<file path="config.mk">
export PLATFORM = sky130hd
export DESIGN_NAME = cct_timer
export DESIGN_NICKNAME = d
export VERILOG_FILES = /design/src/verilog/cct_timer.v
export VERILOG_INCLUDE_DIRS = /design/src /design/src/inc
export SDC_FILE = /design/constraint.sdc
export NUM_CORES = 1
export LEC_CHECK = 0
export BUFFER_PORTS_ARGS = -buffer_cell sky130_fd_sc_hd__buf_2
export CAP_MARGIN = 20
export CORE_UTILIZATION = 50
export DETAILED_ROUTE_END_ITERATION = 7
export GPL_ROUTABILITY_DRIVEN = 0
export GPL_TIMING_DRIVEN = 0
export PLACE_DENSITY = 0.72
export SLEW_MARGIN = 20
export SYNTH_ARGS = -nofsm -noshare
export SYNTH_HDL_FRONTEND = slang
export SYNTH_SLANG_ARGS = --single-unit
</file>
<file path="constraint.sdc">
create_clock -name clk -period 5.2 [get_ports clk]
set_input_delay 0.26 -clock clk [delete_from_list [all_inputs] [get_ports clk]]
set_output_delay 0.26 -clock clk [all_outputs]
set_load 0.01 [all_outputs]
</file>
<file path="src/inc/cct_consts.vh">
// register offsets, field positions and reset values of the capture/compare timer
`ifndef CCT_CONSTS_VH
`define CCT_CONSTS_VH
`define CCT_OFF_CTRL 8'h00
`define CCT_OFF_RELOAD 8'h04
`define CCT_OFF_CAPTURE 8'h08
`define CCT_OFF_CMP0 8'h0C
`define CCT_OFF_CMP1 8'h10
`define CCT_OFF_COUNT 8'h14
`define CCT_OFF_STATUS 8'h18
`define CCT_OFF_MASK 8'h1C
`define CCT_OFF_PRESC 8'h20
// control fields
`define CCT_CTRL_RUN 0
`define CCT_CTRL_MODE_LO 1
`define CCT_CTRL_MODE_HI 2
`define CCT_CTRL_RLD_LO 3
`define CCT_CTRL_RLD_HI 4
`define CCT_CTRL_CAP_LO 5
`define CCT_CTRL_CAP_HI 6
`define CCT_CTRL_PWM_EN 7
`define CCT_CTRL_GATE_POL 8
// mode encodings
`define CCT_MODE_TIMER 2'h0
`define CCT_MODE_GATED 2'h1
`define CCT_MODE_COUNT 2'h2
`define CCT_RLD_NONE 2'h0
`define CCT_RLD_OVF 2'h1
`define CCT_RLD_PIN 2'h2
`define CCT_CAP_RISE 2'h0
`define CCT_CAP_FALL 2'h1
`define CCT_CAP_BOTH 2'h2
`define CCT_CAP_SOFT 2'h3
// status bits
`define CCT_ST_OVF 0
`define CCT_ST_TRIG 1
`define CCT_ST_CAP 2
`define CCT_ST_CMP 3
`define CCT_ST_W 4
// reset values
`define CCT_CTRL_RST 9'h000
`define CCT_PRESC_RST 16'h0000
// idle pin levels {gate, trigger, count}: count and trigger rest high, gate closed
`define CCT_PIN_IDLE 3'h3
`define CCT_AXI_OKAY 2'h0
`define CCT_AXI_SLVERR 2'h2
`endif

</file>
<file path="src/verilog/cct_timer.v">
// capture/compare timer with an axi4-lite register slave
// Summary of operation
// - single 16-bit counter for generation and capture
// - plain mode counts prescaled system clock ticks
// - gated mode counts only while gate permits
// - count mode advances on count pin falling edges
// - reload none, on overflow, or trigger fall
// - capture on rise, fall, both, or write
// - compare makes periodic output and pwm
// - interrupts from overflow, trigger, capture, compare
//
// Our own choices: register access over AXI4-Lite and the address map.
`timescale 1ns/10ps
`default_nettype none
`include "cct_consts.vh"
// one register bus, three pins in, two waveforms and an interrupt out
// all pin inputs are asynchronous and pass a two-stage synchroniser
// limitation: pin pulses shorter than one clock may be missed
// the counter is 16 bits wide; the register map is fixed at that width
module cct_timer #(
    parameter CW = 16
) (
    // system clock and asynchronous active-high reset
    input wire clk,
    input wire sys_rst,
    // axi4-lite slave
    input wire [7:0] s_axi_awaddr,
    input wire s_axi_awvalid,
    output wire s_axi_awready,
    input wire [31:0] s_axi_wdata,
    input wire [3:0] s_axi_wstrb,
    input wire s_axi_wvalid,
    output wire s_axi_wready,
    output reg [1:0] s_axi_bresp,
    output reg s_axi_bvalid,
    input wire s_axi_bready,
    input wire [7:0] s_axi_araddr,
    input wire s_axi_arvalid,
    output wire s_axi_arready,
    output reg [31:0] s_axi_rdata,
    output reg [1:0] s_axi_rresp,
    output reg s_axi_rvalid,
    input wire s_axi_rready,
    // pins
    input wire count_input_pin,
    input wire trigger_input_pin,
    input wire gate_input_pin,
    output reg periodic_out,
    output reg pwm_out,
    output wire irq
);
    // software registers
    reg [8:0] ctrl_ff; // run, mode, reload, capture select, pwm, gate polarity
    reg [CW-1:0] reload_ff; // reload value
    reg [CW-1:0] capture_ff; // captured count
    reg [CW-1:0] cmp0_ff; // period compare
    reg [CW-1:0] cmp1_ff; // duty compare
    reg [CW-1:0] count_ff; // the counter
    reg [CW-1:0] presc_ff; // prescale divide minus one
    reg [CW-1:0] pcnt_ff; // prescale counter
    reg [`CCT_ST_W-1:0] status_ff; // sticky event flags
    reg [`CCT_ST_W-1:0] mask_ff; // interrupt enables

    // two-stage synchronisers per pin, then an edge history stage
    // reset to the pins' idle levels so that leaving reset shows no edge
    localparam [2:0] PIN_IDLE = `CCT_PIN_IDLE; // gate, trigger, count
    reg [2:0] sync1_ff; // first stage, read only by second
    reg [2:0] sync2_ff; // synchronised levels
    reg [2:0] hist_ff; // previous synchronised levels
    wire [2:0] pin_raw;
    wire [2:0] rise;
    wire [2:0] fall;
    assign pin_raw = {gate_input_pin, trigger_input_pin, count_input_pin};

    // one synchroniser per pin
    // the history stage makes each edge a one-cycle strobe
    genvar gi;
    generate
        for (gi = 0; gi < 3; gi = gi + 1) begin : g_sync
            always @(posedge clk or posedge sys_rst) begin
                if (sys_rst) begin
                    sync1_ff[gi] <= PIN_IDLE[gi];
                    sync2_ff[gi] <= PIN_IDLE[gi];
                    hist_ff[gi] <= PIN_IDLE[gi];
                end else begin
                    sync1_ff[gi] <= pin_raw[gi];
                    sync2_ff[gi] <= sync1_ff[gi];
                    hist_ff[gi] <= sync2_ff[gi];
                end
            end
            // edges seen once: history moves on the very next cycle
            assign rise[gi] = sync2_ff[gi] & ~hist_ff[gi];
            assign fall[gi] = ~sync2_ff[gi] & hist_ff[gi];
        end
    endgenerate

    // axi write channel: address and data taken in either order
    // each half waits in its holding register for the other; nothing new
    // is taken while a response stands, so one write is in flight at most
    reg aw_got_ff; // address held
    reg w_got_ff; // data held
    reg [7:0] awaddr_ff;
    reg [31:0] wdata_ff;
    reg [3:0] wstrb_ff;
    wire wr_do;
    assign s_axi_awready = ~aw_got_ff & ~s_axi_bvalid;
    assign s_axi_wready = ~w_got_ff & ~s_axi_bvalid;
    assign wr_do = aw_got_ff & w_got_ff & ~s_axi_bvalid;

    // holding flags, latched address and data, and the write response
    always @(posedge clk or posedge sys_rst) begin
        if (sys_rst) begin
            aw_got_ff <= 1'b0;
            w_got_ff <= 1'b0;
            awaddr_ff <= 8'h00;
            wdata_ff <= 32'h00000000;
            wstrb_ff <= 4'h0;
            s_axi_bvalid <= 1'b0;
            s_axi_bresp <= `CCT_AXI_OKAY;
        end else begin
            // each half is latched on its own handshake
            if (s_axi_awvalid && s_axi_awready) begin
                aw_got_ff <= 1'b1;
                awaddr_ff <= s_axi_awaddr;
            end
            if (s_axi_wvalid && s_axi_wready) begin
                w_got_ff <= 1'b1;
                wdata_ff <= s_axi_wdata;
                wstrb_ff <= s_axi_wstrb;
            end
            // both halves in: retire them and answer
            if (wr_do) begin
                // response once both halves are in
                aw_got_ff <= 1'b0;
                w_got_ff <= 1'b0;
                s_axi_bvalid <= 1'b1;
                // unmapped or misaligned addresses answer with an error
                s_axi_bresp <= (awaddr_ff > `CCT_OFF_PRESC || awaddr_ff[1:0] != 2'h0) ?
                    `CCT_AXI_SLVERR : `CCT_AXI_OKAY;
            end else if (s_axi_bvalid && s_axi_bready) begin
                s_axi_bvalid <= 1'b0;
            end
        end
    end

    // write decode strobes; byte lanes 0 and 1 hold the 16-bit fields
    // decoded from the latched address, so the master may move awaddr on
    // as soon as its half has been taken
    wire wr_ctrl = wr_do && awaddr_ff == `CCT_OFF_CTRL;
    wire wr_rld = wr_do && awaddr_ff == `CCT_OFF_RELOAD;
    wire wr_cap = wr_do && awaddr_ff == `CCT_OFF_CAPTURE;
    wire wr_c0 = wr_do && awaddr_ff == `CCT_OFF_CMP0;
    wire wr_c1 = wr_do && awaddr_ff == `CCT_OFF_CMP1;
    wire wr_cnt = wr_do && awaddr_ff == `CCT_OFF_COUNT;
    wire wr_st = wr_do && awaddr_ff == `CCT_OFF_STATUS;
    wire wr_msk = wr_do && awaddr_ff == `CCT_OFF_MASK;
    wire wr_psc = wr_do && awaddr_ff == `CCT_OFF_PRESC;

    // merge a write into a 16-bit field by byte enable
    // lanes 2 and 3 carry nothing: every field fits in the low half word
    function [15:0] merge16;
        input [15:0] old;
        input [31:0] dat;
        input [3:0] strb;
        begin
            merge16 = {strb[1] ? dat[15:8] : old[15:8], strb[0] ? dat[7:0] : old[7:0]};
        end
    endfunction

    // decoded control fields
    // mode 3 is spare and holds the counter still
    // gate polarity inverts the sense of the synchronised gate level
    wire run = ctrl_ff[`CCT_CTRL_RUN];
    wire [1:0] mode = ctrl_ff[`CCT_CTRL_MODE_HI:`CCT_CTRL_MODE_LO];
    wire [1:0] rld_sel = ctrl_ff[`CCT_CTRL_RLD_HI:`CCT_CTRL_RLD_LO];
    wire [1:0] cap_sel = ctrl_ff[`CCT_CTRL_CAP_HI:`CCT_CTRL_CAP_LO];
    wire gate_ok = sync2_ff[2] ^ ctrl_ff[`CCT_CTRL_GATE_POL];

    // prescaled tick: one pulse every presc+1 clocks
    // the prescaler is shared by timer and gated modes; count mode ignores it
    // and steps on the synchronised count pin instead
    wire tick = (pcnt_ff == presc_ff);
    // counter step enable per mode
    reg cnt_en; // counter advances this cycle
    always @* begin
        case (mode)
            `CCT_MODE_TIMER: cnt_en = run & tick;
            `CCT_MODE_GATED: cnt_en = run & tick & gate_ok;
            `CCT_MODE_COUNT: cnt_en = run & fall[0];
            default: cnt_en = 1'b0;
        endcase
    end

    // events
    // a wrap is seen only on a cycle that would have advanced the counter,
    // so a stopped counter parked at all ones raises no overflow
    wire wrap = cnt_en && count_ff == {CW{1'b1}};
    wire trig_fall = fall[1];
    // pin reload acts only while running, like the trigger flag
    wire pin_rld = rld_sel == `CCT_RLD_PIN && trig_fall && run;
    // capture select picks the trigger pin edge or the software strobe
    reg cap_hit; // capture trigger this cycle
    always @* begin
        case (cap_sel)
            `CCT_CAP_RISE: cap_hit = rise[1];
            `CCT_CAP_FALL: cap_hit = fall[1];
            `CCT_CAP_BOTH: cap_hit = rise[1] | fall[1];
            `CCT_CAP_SOFT: cap_hit = wr_cap & wstrb_ff[0];
            default: cap_hit = 1'b0;
        endcase
    end
    // compare flag is a level while the counter rests on the period value
    wire cmp_hit = run && count_ff == cmp0_ff;

    // counter, prescaler and reload
    // priority: software load, then pin reload, then wrap, then count;
    // a pin reload in the cycle of a wrap wins, so the flag still sets
    // but the counter takes the reload value once, not twice
    always @(posedge clk or posedge sys_rst) begin
        if (sys_rst) begin
            count_ff <= {CW{1'b0}};
            pcnt_ff <= {CW{1'b0}};
        end else begin
            // prescaler idles at zero when stopped
            // a stopped prescaler restarts a full period after run is set
            if (!run || tick)
                pcnt_ff <= {CW{1'b0}};
            else
                pcnt_ff <= pcnt_ff + 1'b1;
            if (wr_cnt)
                count_ff <= merge16(count_ff, wdata_ff, wstrb_ff); // software load wins
            else if (pin_rld)
                count_ff <= reload_ff;
            else if (wrap)
                count_ff <= (rld_sel == `CCT_RLD_OVF) ? reload_ff : {CW{1'b0}};
            else if (cnt_en)
                count_ff <= count_ff + 1'b1;
        end
    end

    // software registers and capture
    // every field takes only the byte lanes that its strobes enable
    // the compare period resets to all ones, the widest waveform period
    always @(posedge clk or posedge sys_rst) begin
        if (sys_rst) begin
            ctrl_ff <= `CCT_CTRL_RST;
            reload_ff <= {CW{1'b0}};
            capture_ff <= {CW{1'b0}};
            cmp0_ff <= {CW{1'b1}};
            cmp1_ff <= {CW{1'b0}};
            presc_ff <= `CCT_PRESC_RST;
            mask_ff <= {`CCT_ST_W{1'b0}};
        end else begin
            // control: lane 0 holds bits 7:0, lane 1 the gate polarity
            if (wr_ctrl) begin
                if (wstrb_ff[0])
                    ctrl_ff[7:0] <= wdata_ff[7:0];
                if (wstrb_ff[1])
                    ctrl_ff[8] <= wdata_ff[8];
            end
            if (wr_rld)
                reload_ff <= merge16(reload_ff, wdata_ff, wstrb_ff);
            if (wr_c0)
                cmp0_ff <= merge16(cmp0_ff, wdata_ff, wstrb_ff);
            if (wr_c1)
                cmp1_ff <= merge16(cmp1_ff, wdata_ff, wstrb_ff);
            if (wr_psc)
                presc_ff <= merge16(presc_ff, wdata_ff, wstrb_ff);
            // mask bits sit in lane 0 beside the flags they enable
            if (wr_msk && wstrb_ff[0])
                mask_ff <= wdata_ff[`CCT_ST_W-1:0];
            // capture takes the live count; the write data is discarded
            if (cap_hit)
                capture_ff <= count_ff;
        end
    end

    // sticky flags: hardware set beats write-one-to-clear
    // a clear and a new event in one cycle leave the flag set, so no event
    // is lost to a clear that software issued just before it
    wire [`CCT_ST_W-1:0] ev_set = {cmp_hit, cap_hit, trig_fall & run, wrap};
    wire [`CCT_ST_W-1:0] ev_clr = (wr_st && wstrb_ff[0]) ? wdata_ff[`CCT_ST_W-1:0] : {`CCT_ST_W{1'b0}};
    always @(posedge clk or posedge sys_rst) begin
        if (sys_rst)
            status_ff <= {`CCT_ST_W{1'b0}};
        else
            // clear first, then merge in this cycle's events
            status_ff <= (status_ff & ~ev_clr) | ev_set;
    end
    // level interrupt: high while any enabled flag is set
    assign irq = |(status_ff & mask_ff);

    // waveform outputs from compare
    // both outputs are registered so they carry no decode glitches
    always @(posedge clk or posedge sys_rst) begin
        if (sys_rst) begin
            periodic_out <= 1'b0;
            pwm_out <= 1'b0;
        end else begin
            // toggles at the period match, once per counter cycle, so the
            // output period is two full counter cycles from reload to wrap
            if (cmp_hit && cnt_en)
                periodic_out <= ~periodic_out;
            // high while count below duty value
            pwm_out <= ctrl_ff[`CCT_CTRL_PWM_EN] && run && count_ff < cmp1_ff;
        end
    end

    // axi read channel, one access at a time
    // the address is decoded while it is offered and the data latched at
    // the handshake, so rdata stands unchanged until rready
    reg [31:0] rd_mux;
    reg rd_err;
    // a new address is refused while an answer stands
    assign s_axi_arready = ~s_axi_rvalid;
    always @* begin
        rd_mux = 32'h00000000;
        rd_err = 1'b0;
        case (s_axi_araddr)
            `CCT_OFF_CTRL: rd_mux = {23'h000000, ctrl_ff};
            `CCT_OFF_RELOAD: rd_mux = {16'h0000, reload_ff};
            `CCT_OFF_CAPTURE: rd_mux = {16'h0000, capture_ff};
            `CCT_OFF_CMP0: rd_mux = {16'h0000, cmp0_ff};
            `CCT_OFF_CMP1: rd_mux = {16'h0000, cmp1_ff};
            `CCT_OFF_COUNT: rd_mux = {16'h0000, count_ff};
            `CCT_OFF_STATUS: rd_mux = {28'h0000000, status_ff};
            `CCT_OFF_MASK: rd_mux = {28'h0000000, mask_ff};
            `CCT_OFF_PRESC: rd_mux = {16'h0000, presc_ff};
            default: rd_err = 1'b1; // unmapped
        endcase
    end
    // read answer: latched at the handshake, retired by rready
    always @(posedge clk or posedge sys_rst) begin
        if (sys_rst) begin
            s_axi_rvalid <= 1'b0;
            s_axi_rdata <= 32'h00000000;
            s_axi_rresp <= `CCT_AXI_OKAY;
        end else if (s_axi_arvalid && s_axi_arready) begin
            s_axi_rvalid <= 1'b1;
            s_axi_rdata <= rd_mux;
            s_axi_rresp <= rd_err ? `CCT_AXI_SLVERR : `CCT_AXI_OKAY;
        end else if (s_axi_rready) begin
            s_axi_rvalid <= 1'b0;
        end
    end
endmodule // cct_timer
`default_nettype wire

</file>
== Word level (Yosys, flattened, before mapping) ==
Cells that the tools add are included.

* Add/sub/neg operators: 2
* Magnitude comparators: 2
* Equal/unequal tests: 28
* Mux-type cells: 22
* Bitwise logic cells: 26
* Reduce and logical (&&, ||, !) cells: 49

{| class="wikitable"
|+ Operators by type and width
! cell !! number
|-
| 16-bit one-hot mux with 9 select lines || 1
|-
| 16-bit two-way mux || 6
|-
| 8-bit by 5-bit == test with 1-bit output (second input constant) || 8
|-
| 16-bit by 1-bit adder with 16-bit output (second input constant) || 2
|-
| 16-bit == test || 2
|-
| 8-bit by 4-bit == test with 1-bit output (second input constant) || 4
|-
| 2-bit AND reduction || 12
|-
| 1-bit logical AND || 22
|-
| 16-bit == test (second input constant) || 1
|-
| 8-bit by 3-bit == test with 1-bit output (second input constant) || 2
|-
| 8-bit by 6-bit == test with 1-bit output (second input constant) || 2
|-
| 8-bit logical NOT || 2
|-
| 16-bit less-than comparator || 1
|-
| 8-bit two-way mux || 2
|-
| 1-bit AND || 12
|-
| 2-bit nonzero test || 5
|-
| 9-bit OR reduction || 1
|-
| 4-bit AND || 2
|-
| 2-bit == test (second input constant) || 4
|-
| 8-bit by 6-bit greater-than comparator with 1-bit output (second input constant) || 1
|-
| 1-bit two-way mux || 8
|-
| 1-bit inverter || 8
|-
| 2-bit by 1-bit == test with 1-bit output (second input constant) || 3
|-
| 2-bit logical NOT || 2
|-
| 13 further kinds || 16
|}

* Register bits after elaboration: 205
* Bits of input ports: 62
* Output and inout port bits: 44

== Depth between registers and ports, before layout ==
Gate-level depths: netlist of run 1.

* Depth after elaboration: 8
* Depth in mapped cells: 8

== Least setup slack after synthesis of run 1 ==
No wires, ideal clock.

* Kind: reg2reg
* Start: reg s_axi_bvalid
* End: reg capture_ff[10]
* Library setup time: 0.125 ns
* Arrival: 2.005 ns
* Required time: 5.075 ns
* Slack: 3.071 ns
* Stages on the path, launching flop included: 9
* Period minus slack after synthesis: 2.129 ns
* Cells stage by stage: dfrtp_1 > nand3b_4 > nor3_2 > nand2_1 > nor3_1 > mux4_2 > buf_4 > buf_6 > mux2_2

* Word-level cells in the longest chain between the ends: 5

{| class="wikitable"
|+ Ends and longest elaborated chain
! item !! RTL line !! source
|-
| start: declaration || cct_timer.v:35 || <nowiki>output reg s_axi_bvalid,</nowiki>
|-
| start signal: assignment || cct_timer.v:118 || <nowiki>s_axi_bvalid <= 1'b0;</nowiki>
|-
| start signal: assignment || cct_timer.v:136 || <nowiki>s_axi_bvalid <= 1'b1;</nowiki>
|-
| start signal: assignment || cct_timer.v:141 || <nowiki>s_axi_bvalid <= 1'b0;</nowiki>
|-
| 1-bit inverter || cct_timer.v:108 || <nowiki>assign wr_do = aw_got_ff & w_got_ff & ~s_axi_bvalid;</nowiki>
|-
| 1-bit AND || cct_timer.v:108 ||
|-
| 1-bit logical AND (no line) || n/a ||
|-
| 1-bit AND || cct_timer.v:208 || <nowiki>`CCT_CAP_SOFT: cap_hit = wr_cap & wstrb_ff[0];</nowiki>
|-
| 1-bit one-hot mux with 4 select lines || cct_timer.v:204 || <nowiki>case (cap_sel)</nowiki>
|-
| end signal: assignment || cct_timer.v:248 || <nowiki>capture_ff <= {CW{1'b0}};</nowiki>
|-
| end signal: assignment || cct_timer.v:274 || <nowiki>capture_ff <= count_ff;</nowiki>
|-
| end: declaration || cct_timer.v:55 || <nowiki>reg [CW-1:0] capture_ff;</nowiki>
|}

Every way passes these cells.
A chain may end at the register's enable or synchronous reset.

== Final worst setup path of run 1 ==
* Start: reg presc_ff[12]
* End: reg count_ff[2]

* Word-level cells in the longest chain between the ends: 8

{| class="wikitable"
|+ Ends and longest elaborated chain
! item !! RTL line !! source
|-
| start: declaration || cct_timer.v:59 || <nowiki>reg [CW-1:0] presc_ff;</nowiki>
|-
| start signal: assignment || cct_timer.v:251 || <nowiki>presc_ff <= `CCT_PRESC_RST;</nowiki>
|-
| start signal: assignment || cct_timer.v:268 || <nowiki>presc_ff <= merge16(presc_ff, wdata_ff, wstrb_ff);</nowiki>
|-
| 16-bit == test * || cct_timer.v:182 || <nowiki>wire tick = (pcnt_ff == presc_ff);</nowiki>
|-
| 1-bit AND * || cct_timer.v:187, cct_timer.v:188 ||
|-
| 1-bit AND || cct_timer.v:188 || <nowiki>`CCT_MODE_GATED: cnt_en = run & tick & gate_ok;</nowiki>
|-
| 1-bit one-hot mux with 3 select lines * || cct_timer.v:186 || <nowiki>case (mode)</nowiki>
|-
| 1-bit logical AND || cct_timer.v:197 || <nowiki>wire wrap = cnt_en && count_ff == {CW{1'b1}};</nowiki>
|-
| 16-bit two-way mux || cct_timer.v:234 || <nowiki>else if (wrap)</nowiki>
|-
| 16-bit two-way mux || cct_timer.v:232 || <nowiki>else if (pin_rld)</nowiki>
|-
| 16-bit two-way mux || cct_timer.v:230 || <nowiki>if (wr_cnt)</nowiki>
|-
| end signal: assignment || cct_timer.v:231 || <nowiki>count_ff <= merge16(count_ff, wdata_ff, wstrb_ff);</nowiki>
|-
| end signal: assignment || cct_timer.v:233 || <nowiki>count_ff <= reload_ff;</nowiki>
|-
| end signal: assignment || cct_timer.v:235 || <nowiki>count_ff <= (rld_sel == `CCT_RLD_OVF) ? reload_ff : {CW{1'b0}};</nowiki>
|-
| end: declaration || cct_timer.v:58 || <nowiki>reg [CW-1:0] count_ff;</nowiki>
|}

Mark *: on every way between the ends. The rest lies on a longest branch, timed or not.

==> out/results.tsv, run 1 <==
stage	metric	value	unit
logic_synthesis	predominant post-synthesis flop cell	dfrtp_1	
critical_path	reg2reg path depth	7	
die	die area	19600	um2
critical_path	Worst Setup Start Kind	flip-flop	
grt	vias in the first global route	6811	
critical_path	Worst Path Arrival	3.27	ns
routing	Pre-antenna DRT Iters	7	
clock_network	TritonCTS clock tree	done	
die	Ports	106	
clock_network	Clk Latency, worst-skew pair	0.44	ns
grt	initial antenna violation count	0	
min_path	Worst Hold Class	in2reg	
grt	first-pass GRT wire length	38700	um
clock_network	CTS Root Cell	clkbuf_16	
timing	Final Slew Violations	0	
place	pre-CTS setup slack	2.38	ns
die	row count	50	
logic_synthesis	Synth area leaders	dfrtp_1 (43%), mux2_2 (12%), dfstp_2 (6.1%), a22oi_1 (4.0%), xor2_1 (3.0%)	
logic_synthesis	count leader, synth	dfrtp_1	
logic_synthesis	Seq/Total Area, Yosys	0.494	
logic_synthesis	ys async rst share	1.00	
min_path	WHS Endpoint	wdata_ff[6]	
clock_network	Clock Path Buffers	2	
routing	remaining antenna violation count	0	
critical_path	CP Data Required Time	5.54	ns
die	DIE WIDTH	140	um
power	maximum vdd drop	0.000402	V
die	initial core utilization	0.510	
die	Die H	140	um
min_path	Hold Path Cell Cnt	2	
logic_synthesis	post-synth top area share	0.433	
power	Leakage Power	0.00509	uW
logic_synthesis	Syn Inst Count	833	
routing	Remaining DRCs	0	
min_path	Hold Path Origin	s_axi_wdata[6]	
critical_path	CP max FO	10	
place	post-DP HPWL	17900	um
clock_network	depth of the CTS H-tree	4	
logic_synthesis	dominant cell type by area after synthesis	dfrtp_1	
logic_synthesis	commonest cells in the synthesized netlist	dfrtp_1 (165), mux2_2 (104), nand2_1 (68)	
timing	Min Clock Period, post-route	2.93	ns
logic_synthesis	synth warn	0	
cells_and_area	share of layout cells above drive strength 1	0.305	
place	I/O Buffers	69	
timing	RSZ-0062 raised after global routing	no	
run	Max-Cap Viols	0	
logic_synthesis	number of flops mapped to enable cells by yosys	0	
critical_path	Worst R2R Setup Slack	2.27	ns
logic_synthesis	library cells used by synthesis	64	
critical_path	WS Path Type	reg2reg	
power	Pwr Density	368	nW/um2
cells_and_area	n_diodes	0	
clock_network	TritonCTS Buffers	17	
logic_synthesis	Mean Syn Cell Area	11.4	um2
critical_path	max incr delay on CP	0.62	ns
routing	routed vias/inst	5.93	
clock_network	CTS Sinks	187	
timing	fmax	341	MHz
clock_network	Worst-path clk slew	0.07	ns
die	core area	18700	um2
grt	largest net degree at the start of global routing	35	
cells_and_area	# nets final	1031	
timing	setup TNS	0	ns
critical_path	reg2reg end	count_ff[2]	
timing	setup violators final	0	
critical_path	launch point of the worst path	presc_ff[12]	
critical_path	Setup crit end kind	flip-flop	
clock_network	post-CTS sizing	0	
timing	Max Clock Skew	0.0151	ns
routing	wire per inst	20.4	um
timing	Slew Limit Headroom	0.428	
routing	final WL	24400	um
critical_path	reg-to-reg critical path startpoint	presc_ff[12]	
timing	period utilisation layout	0.564	
timing	final hold viol count	0	
timing	Setup WS post-layout	2.27	ns
logic_synthesis	FF+latch count, synth	187	
timing	worst slew pin tran	0.851	ns
cells_and_area	area delta synth->final	15.4	%
grt	total gr overflow	0	
critical_path	Crit-path slowest cell	o21ai_1	
critical_path	Critical Path, Cell by Cell	xor2_1 > nor4_1 > nand4_1 > o21ai_1 > buf_2 > a22oi_1 > o211ai_1	
routing	total number of vias	7095	
logic_synthesis	synthesized area	9540	um2
outcome	status	complete, no violations	
routing	DRT iter0 DRCs	561	
grt	GR Util All Layers	0.264	
## how the worst max path moves through the flow
| stage | slack [ns] | cells past startpoint | end |
|---|---|---|---|
| after floorplan | 2.55 | 1 | aw_got_ff |
| after global placement | 1.38 | 2 | s_axi_rdata[12] |
| after detailed placement | 2.38 | 7 | count_ff[2] |
| after CTS | 2.36 | 7 | count_ff[2] |
| after global routing | 2.12 | 7 | count_ff[2] |
| final | 2.27 | 7 | count_ff[2] |
## sequential cells by signal, summed over array words and instances (netlist names), 2 cells and up
signal       cells
awaddr_ff        8
capture_ff      16
cmp0_ff         16
cmp1_ff         16
count_ff        16
ctrl_ff          9
hist_ff          2
mask_ff          4
pcnt_ff         16
presc_ff        16
reload_ff       16
s_axi_rdata     16
status_ff        4
sync1_ff         3
sync2_ff         3
wdata_ff        16
wstrb_ff         2
## stage by stage
stage | cell area, um2 | util | power (uW) | std cells | hold WS [ns]
after global routing | 11000 | 0.589 | 4210 | 1197 | 0.0322
after detailed placement | 10400 | 0.554 | 2760 | 1159 | 0.309
after floorplan | 9600 | - | 2420 | 850 | 0.264
after CTS | 11000 | 0.589 | 4060 | 1197 | 0.0398
after global placement | 10200 | 0.548 | 2720 | 1153 | 0.333
final | 11000 | 0.589 | 4050 | 1197 | 0.0477
## critical path: cells and delay by family, from the launching register on
kind | cells | cell delay (ns)
flops | 1 | 0.44
buf+inv | 1 | 0.36
xor+xnor | 1 | 0.18
compound gates | 3 | 0.96
simple gates | 2 | 0.90
## routing by layer
layer / vias up / share of wire / global-route usage / routed length [um]
li1: 3231 / - / - / -
met5: - / 0 / 0 / 0
met4: 0 / 0.035 / 0.110 / 851
met3: 56 / 0.060 / 0.0544 / 1450
met2: 265 / 0.47 / 0.421 / 11500
met1: 3543 / 0.43 / 0.352 / 10600
## layout make-up
cell class,count,area (um2)
clock inverter,9,111
multi-input combinational,582,4350
timing repair buffer,81,533
fill,1584,7700
buffer,58,455
sequential,187,4710
tap,234,293
inverter,23,90.1
clock buffer,23,468
## cells in the final DEF, fill, tap and decap left out, types with 5 or more instances in the layout
| cell type | synthesis | final |
|---|---|---|
| a21o_1 | 6 | 6 |
| a21oi_1 | 11 | 11 |
| a221oi_1 | 5 | 5 |
| a222oi_1 | 9 | 9 |
| a22o_1 | 21 | 21 |
| a22oi_1 | 51 | 51 |
| and3_1 | 5 | 5 |
| buf_12 | 0 | 5 |
| buf_2 | 5 | 74 |
| buf_4 | 20 | 20 |
| clkbuf_1 | 17 | 21 |
| clkbuf_16 | 0 | 17 |
| clkbuf_8 | 9 | 11 |
| conb_1 | 1 | 18 |
| dfrtp_1 | 165 | 165 |
| dfstp_2 | 22 | 22 |
| dlygate4sd3_1 | 0 | 6 |
| ha_1 | 19 | 19 |
| inv_1 | 23 | 22 |
| mux2_2 | 104 | 104 |
| nand2_1 | 68 | 68 |
| nand2b_1 | 5 | 5 |
| nand3_1 | 46 | 46 |
| nand4_1 | 11 | 11 |
| nor2_1 | 41 | 41 |
| nor2_2 | 5 | 5 |
| nor2b_1 | 5 | 5 |
| nor3_1 | 7 | 7 |
| nor4_1 | 6 | 6 |
| o211ai_1 | 14 | 14 |
| o21ai_0 | 28 | 28 |
| xnor2_1 | 26 | 26 |
| xor2_1 | 33 | 33 |
## power breakdown
group | switching, uW | internal (uW) | total [uW] | leakage (uW)
sequential | 310 | 1670 | 1980 | 0.00244
combinational | 393 | 368 | 762 | 0.00237
clock | 564 | 737 | 1300 | 0.000278
total | 1270 | 2780 | 4050 | 0.00509
## cell families after synthesis
group	Yosys count	share of synthesized area
adders and majority gates	19	0.0249
DFF	187	0.494
and+or+nand+nor	222	0.120
xor gates and xnor gates	59	0.0542
muxes	105	0.125
AOI/OAI and AO/OA	159	0.125
buffers and inverters	81	0.0568
other	1	0.000393
## what timing repair did
action | CTS | global route
buffers inserted | 0 | 0
hold endpoints to repair | 20 | 0
hold buffers | 6 | 0
No activity file was read; power rests on OpenSTA's default activity.
==> run 2: changes to the inputs <==
PLACE_DENSITY = 0.7   (was 0.72)
clock period = 2.83 ns   (was 5.2 ns; I/O delays follow)
==> run 2 against run 1 <==
Against the previous run:
- fmax increased by 9.2%
- worst setup slack worse by 2.1 ns
- power grew 86%
- routed wire length increased by 1.6%
- die area is the same
- critical path type unchanged
- highest routed layer unchanged
==> out/results.tsv, run 2 (same netlist as run 1, synthesis figures left out) <==
stage	metric	value	unit	change
outcome	status	complete, no violations		
cells_and_area	n_diodes	0		unchanged
grt	total gr overflow	0		unchanged
grt	largest net degree at the start of global routing	35		unchanged
critical_path	reg2reg end	cmp1_ff[12]		
die	die area	19600	um2	unchanged
timing	setup TNS	0	ns	unchanged
routing	remaining antenna violation count	0		unchanged
routing	final WL	24800	um	+1.6%
timing	setup violators final	0		unchanged
min_path	Hold Path Origin	s_axi_awvalid		
power	maximum vdd drop	0.000707	V	+76%
critical_path	Worst Path Arrival	2.98	ns	-0.29 ns
timing	worst slew pin tran	0.925	ns	+0.0735 ns
critical_path	Critical Path, Cell by Cell	nand3b_4 > nor3_2 > nand2_1 > nor2_1 > clkbuf_1 > o21ai_0		
power	Pwr Density	668	nW/um2	+82%
die	Die H	140	um	unchanged
cells_and_area	# nets final	1058		+2.6%
cells_and_area	Final Util	0.603		+0.0149
critical_path	Worst R2R Setup Slack	0.14	ns	-2.12 ns
clock_network	TritonCTS clock tree	done		
timing	fmax	372	MHz	+9.2%
clock_network	Clock Path Buffers	2		unchanged
routing	DRT iter0 DRCs	750		+34%
place	post-DP HPWL	18000	um	+0.64%
timing	Slew Limit Headroom	0.379		-0.0494
grt	first-pass GRT wire length	39700	um	+2.6%
grt	GR Util All Layers	0.269		+0.00504
power	Pwr Total	7540	uW	+86%
critical_path	Crit-path slowest cell	nor2_1		
routing	Remaining DRCs	0		unchanged
die	row count	50		unchanged
cells_and_area	most frequent cells in the layout	dfrtp_1 (165), mux2_2 (104), buf_2 (74), nand2_1 (68), a22oi_1 (51)		
timing	RSZ-0062 raised after global routing	no		
clock_network	CTS Sinks	187		unchanged
cells_and_area	share of layout cells above drive strength 1	0.302		-0.00328
critical_path	WS Path Type	reg2reg		
critical_path	max incr delay on CP	0.63	ns	about the same
run	Max-Cap Viols	0		unchanged
clock_network	Clk Latency, worst-skew pair	0.44	ns	about the same
die	initial core utilization	0.510		unchanged
critical_path	CP max FO	10		unchanged
timing	Min Clock Period, post-route	2.69	ns	-0.247 ns
cells_and_area	area delta synth->final	18.4	%	
min_path	Worst Hold Class	in2reg		
timing	Max Clock Skew	0.0127	ns	-0.00240 ns
die	Ports	106		unchanged
critical_path	CP Data Required Time	3.12	ns	-2.42 ns
clock_network	TritonCTS Buffers	17		unchanged
clock_network	Worst-path clk slew	0.08	ns	about the same
routing	routed vias/inst	5.85		-1.3%
routing	wire per inst	20.3	um	-0.62%
place	I/O Buffers	69		unchanged
power	Leakage Power	0.00522	uW	+2.4%
timing	final hold viol count	0		unchanged
critical_path	reg-to-reg critical path startpoint	s_axi_bvalid		
die	DIE WIDTH	140	um	unchanged
cells_and_area	Fillers	1549		-2.2%
clock_network	depth of the CTS H-tree	4		unchanged
timing	Final Slew Violations	0		unchanged
cells_and_area	most common cell after layout, fill and taps aside	dfrtp_1		
timing	period utilisation layout	0.949		+0.385
min_path	WHS Endpoint	aw_got_ff		
critical_path	Setup crit end kind	flip-flop		
routing	Pre-antenna DRT Iters	6		-1
grt	initial antenna violation count	0		unchanged
grt	vias in the first global route	7159		+5.1%
clock_network	CTS Root Cell	clkbuf_16		
critical_path	reg2reg path depth	6		-1
critical_path	Worst Setup Start Kind	flip-flop		
die	core area	18700	um2	unchanged
routing	total number of vias	7164		+0.97%
min_path	Hold Path Cell Cnt	3		+1
run 2: cell types whose count changed in the layout (fill, tap and decap cells not counted):
cell / before / now
dlygate4sd3_1: 6 / 32
inv_6: 2 / 6
clkbuf_1: 21 / 18
clkbuf_8: 11 / 9
buf_4: 20 / 21
inv_8: 0 / 1
o21ai_1: 1 / 0
o21ai_2: 0 / 1
run 2: area by class of cell:
type                       instances  area, um2  share of cell area
sequential                       187       4710               0.417
multi-input combinational        582       4360               0.386
timing repair buffer             108        801              0.0709
buffer                            58        455              0.0403
clock buffer                      18        429              0.0380
tap                              234        293              0.0259
clock inverter                    14        158              0.0140
inverter                          23       90.1             0.00798
run 2: power breakdown:
group / total (uW) / switching [uW] / internal (uW)
Clock: 2440 / 1120 / 1320
Sequential: 3630 / 560 / 3070
Combinational: 1470 / 741 / 729
run 2: worst max path at each step:
stage / from / endpoint / slack (ns) / depth (start not counted)
after floorplan: sys_rst / aw_got_ff / 0.30 / 1
after global placement: sys_rst / s_axi_rdata[13] / -0.88 / 2
after detailed placement: presc_ff[12] / count_ff[12] / -0.04 / 7
after CTS: presc_ff[12] / count_ff[12] / 0.05 / 8
after global routing: s_axi_bvalid / cmp1_ff[12] / 0.003 / 6
final: s_axi_bvalid / cmp1_ff[12] / 0.14 / 6
run 2: worst max-delay path: cells and delay by family, from the launching register on:
family                 cells  cell delay (ns)
buffers and inverters      1             0.46
flip-flops                 1             0.43
AO/OA/AOI/OAI              1             0.19
AND/OR/NAND/NOR            4             1.45
run 2: repair_timing:
item	4_1_cts	5_1_grt
gates cloned	0	0
hold endpoints to repair	51	0
pin swaps	0	1
gates resized for setup	1	0
endpoints found under the setup margin	4	14
buffers inserted	0	1
hold buffers	32	0
run 2: routing by layer:
layer | track usage | vias to the layer above | wire (um) | part of all wire
li1 | - | 3286 | - | -
met5 | 0 | - | 0 | 0
met1 | 0.361 | 3569 | 10800 | 0.43
met3 | 0.0472 | 55 | 1360 | 0.055
met2 | 0.431 | 254 | 11800 | 0.47
met4 | 0.116 | 0 | 919 | 0.037
run 2: through the flow:
stage	cell area (um2)	setup WS, ns	hold slack (ns)	instances
floorplan	9600	0.300	0.146	850
global placement	10200	-0.879	0.247	1153
detailed placement	10400	-0.0402	0.246	1159
CTS	11300	0.0517	0.0627	1223
global route	11300	0.00307	0.0912	1224
finish	11300	0.145	0.0761	1224
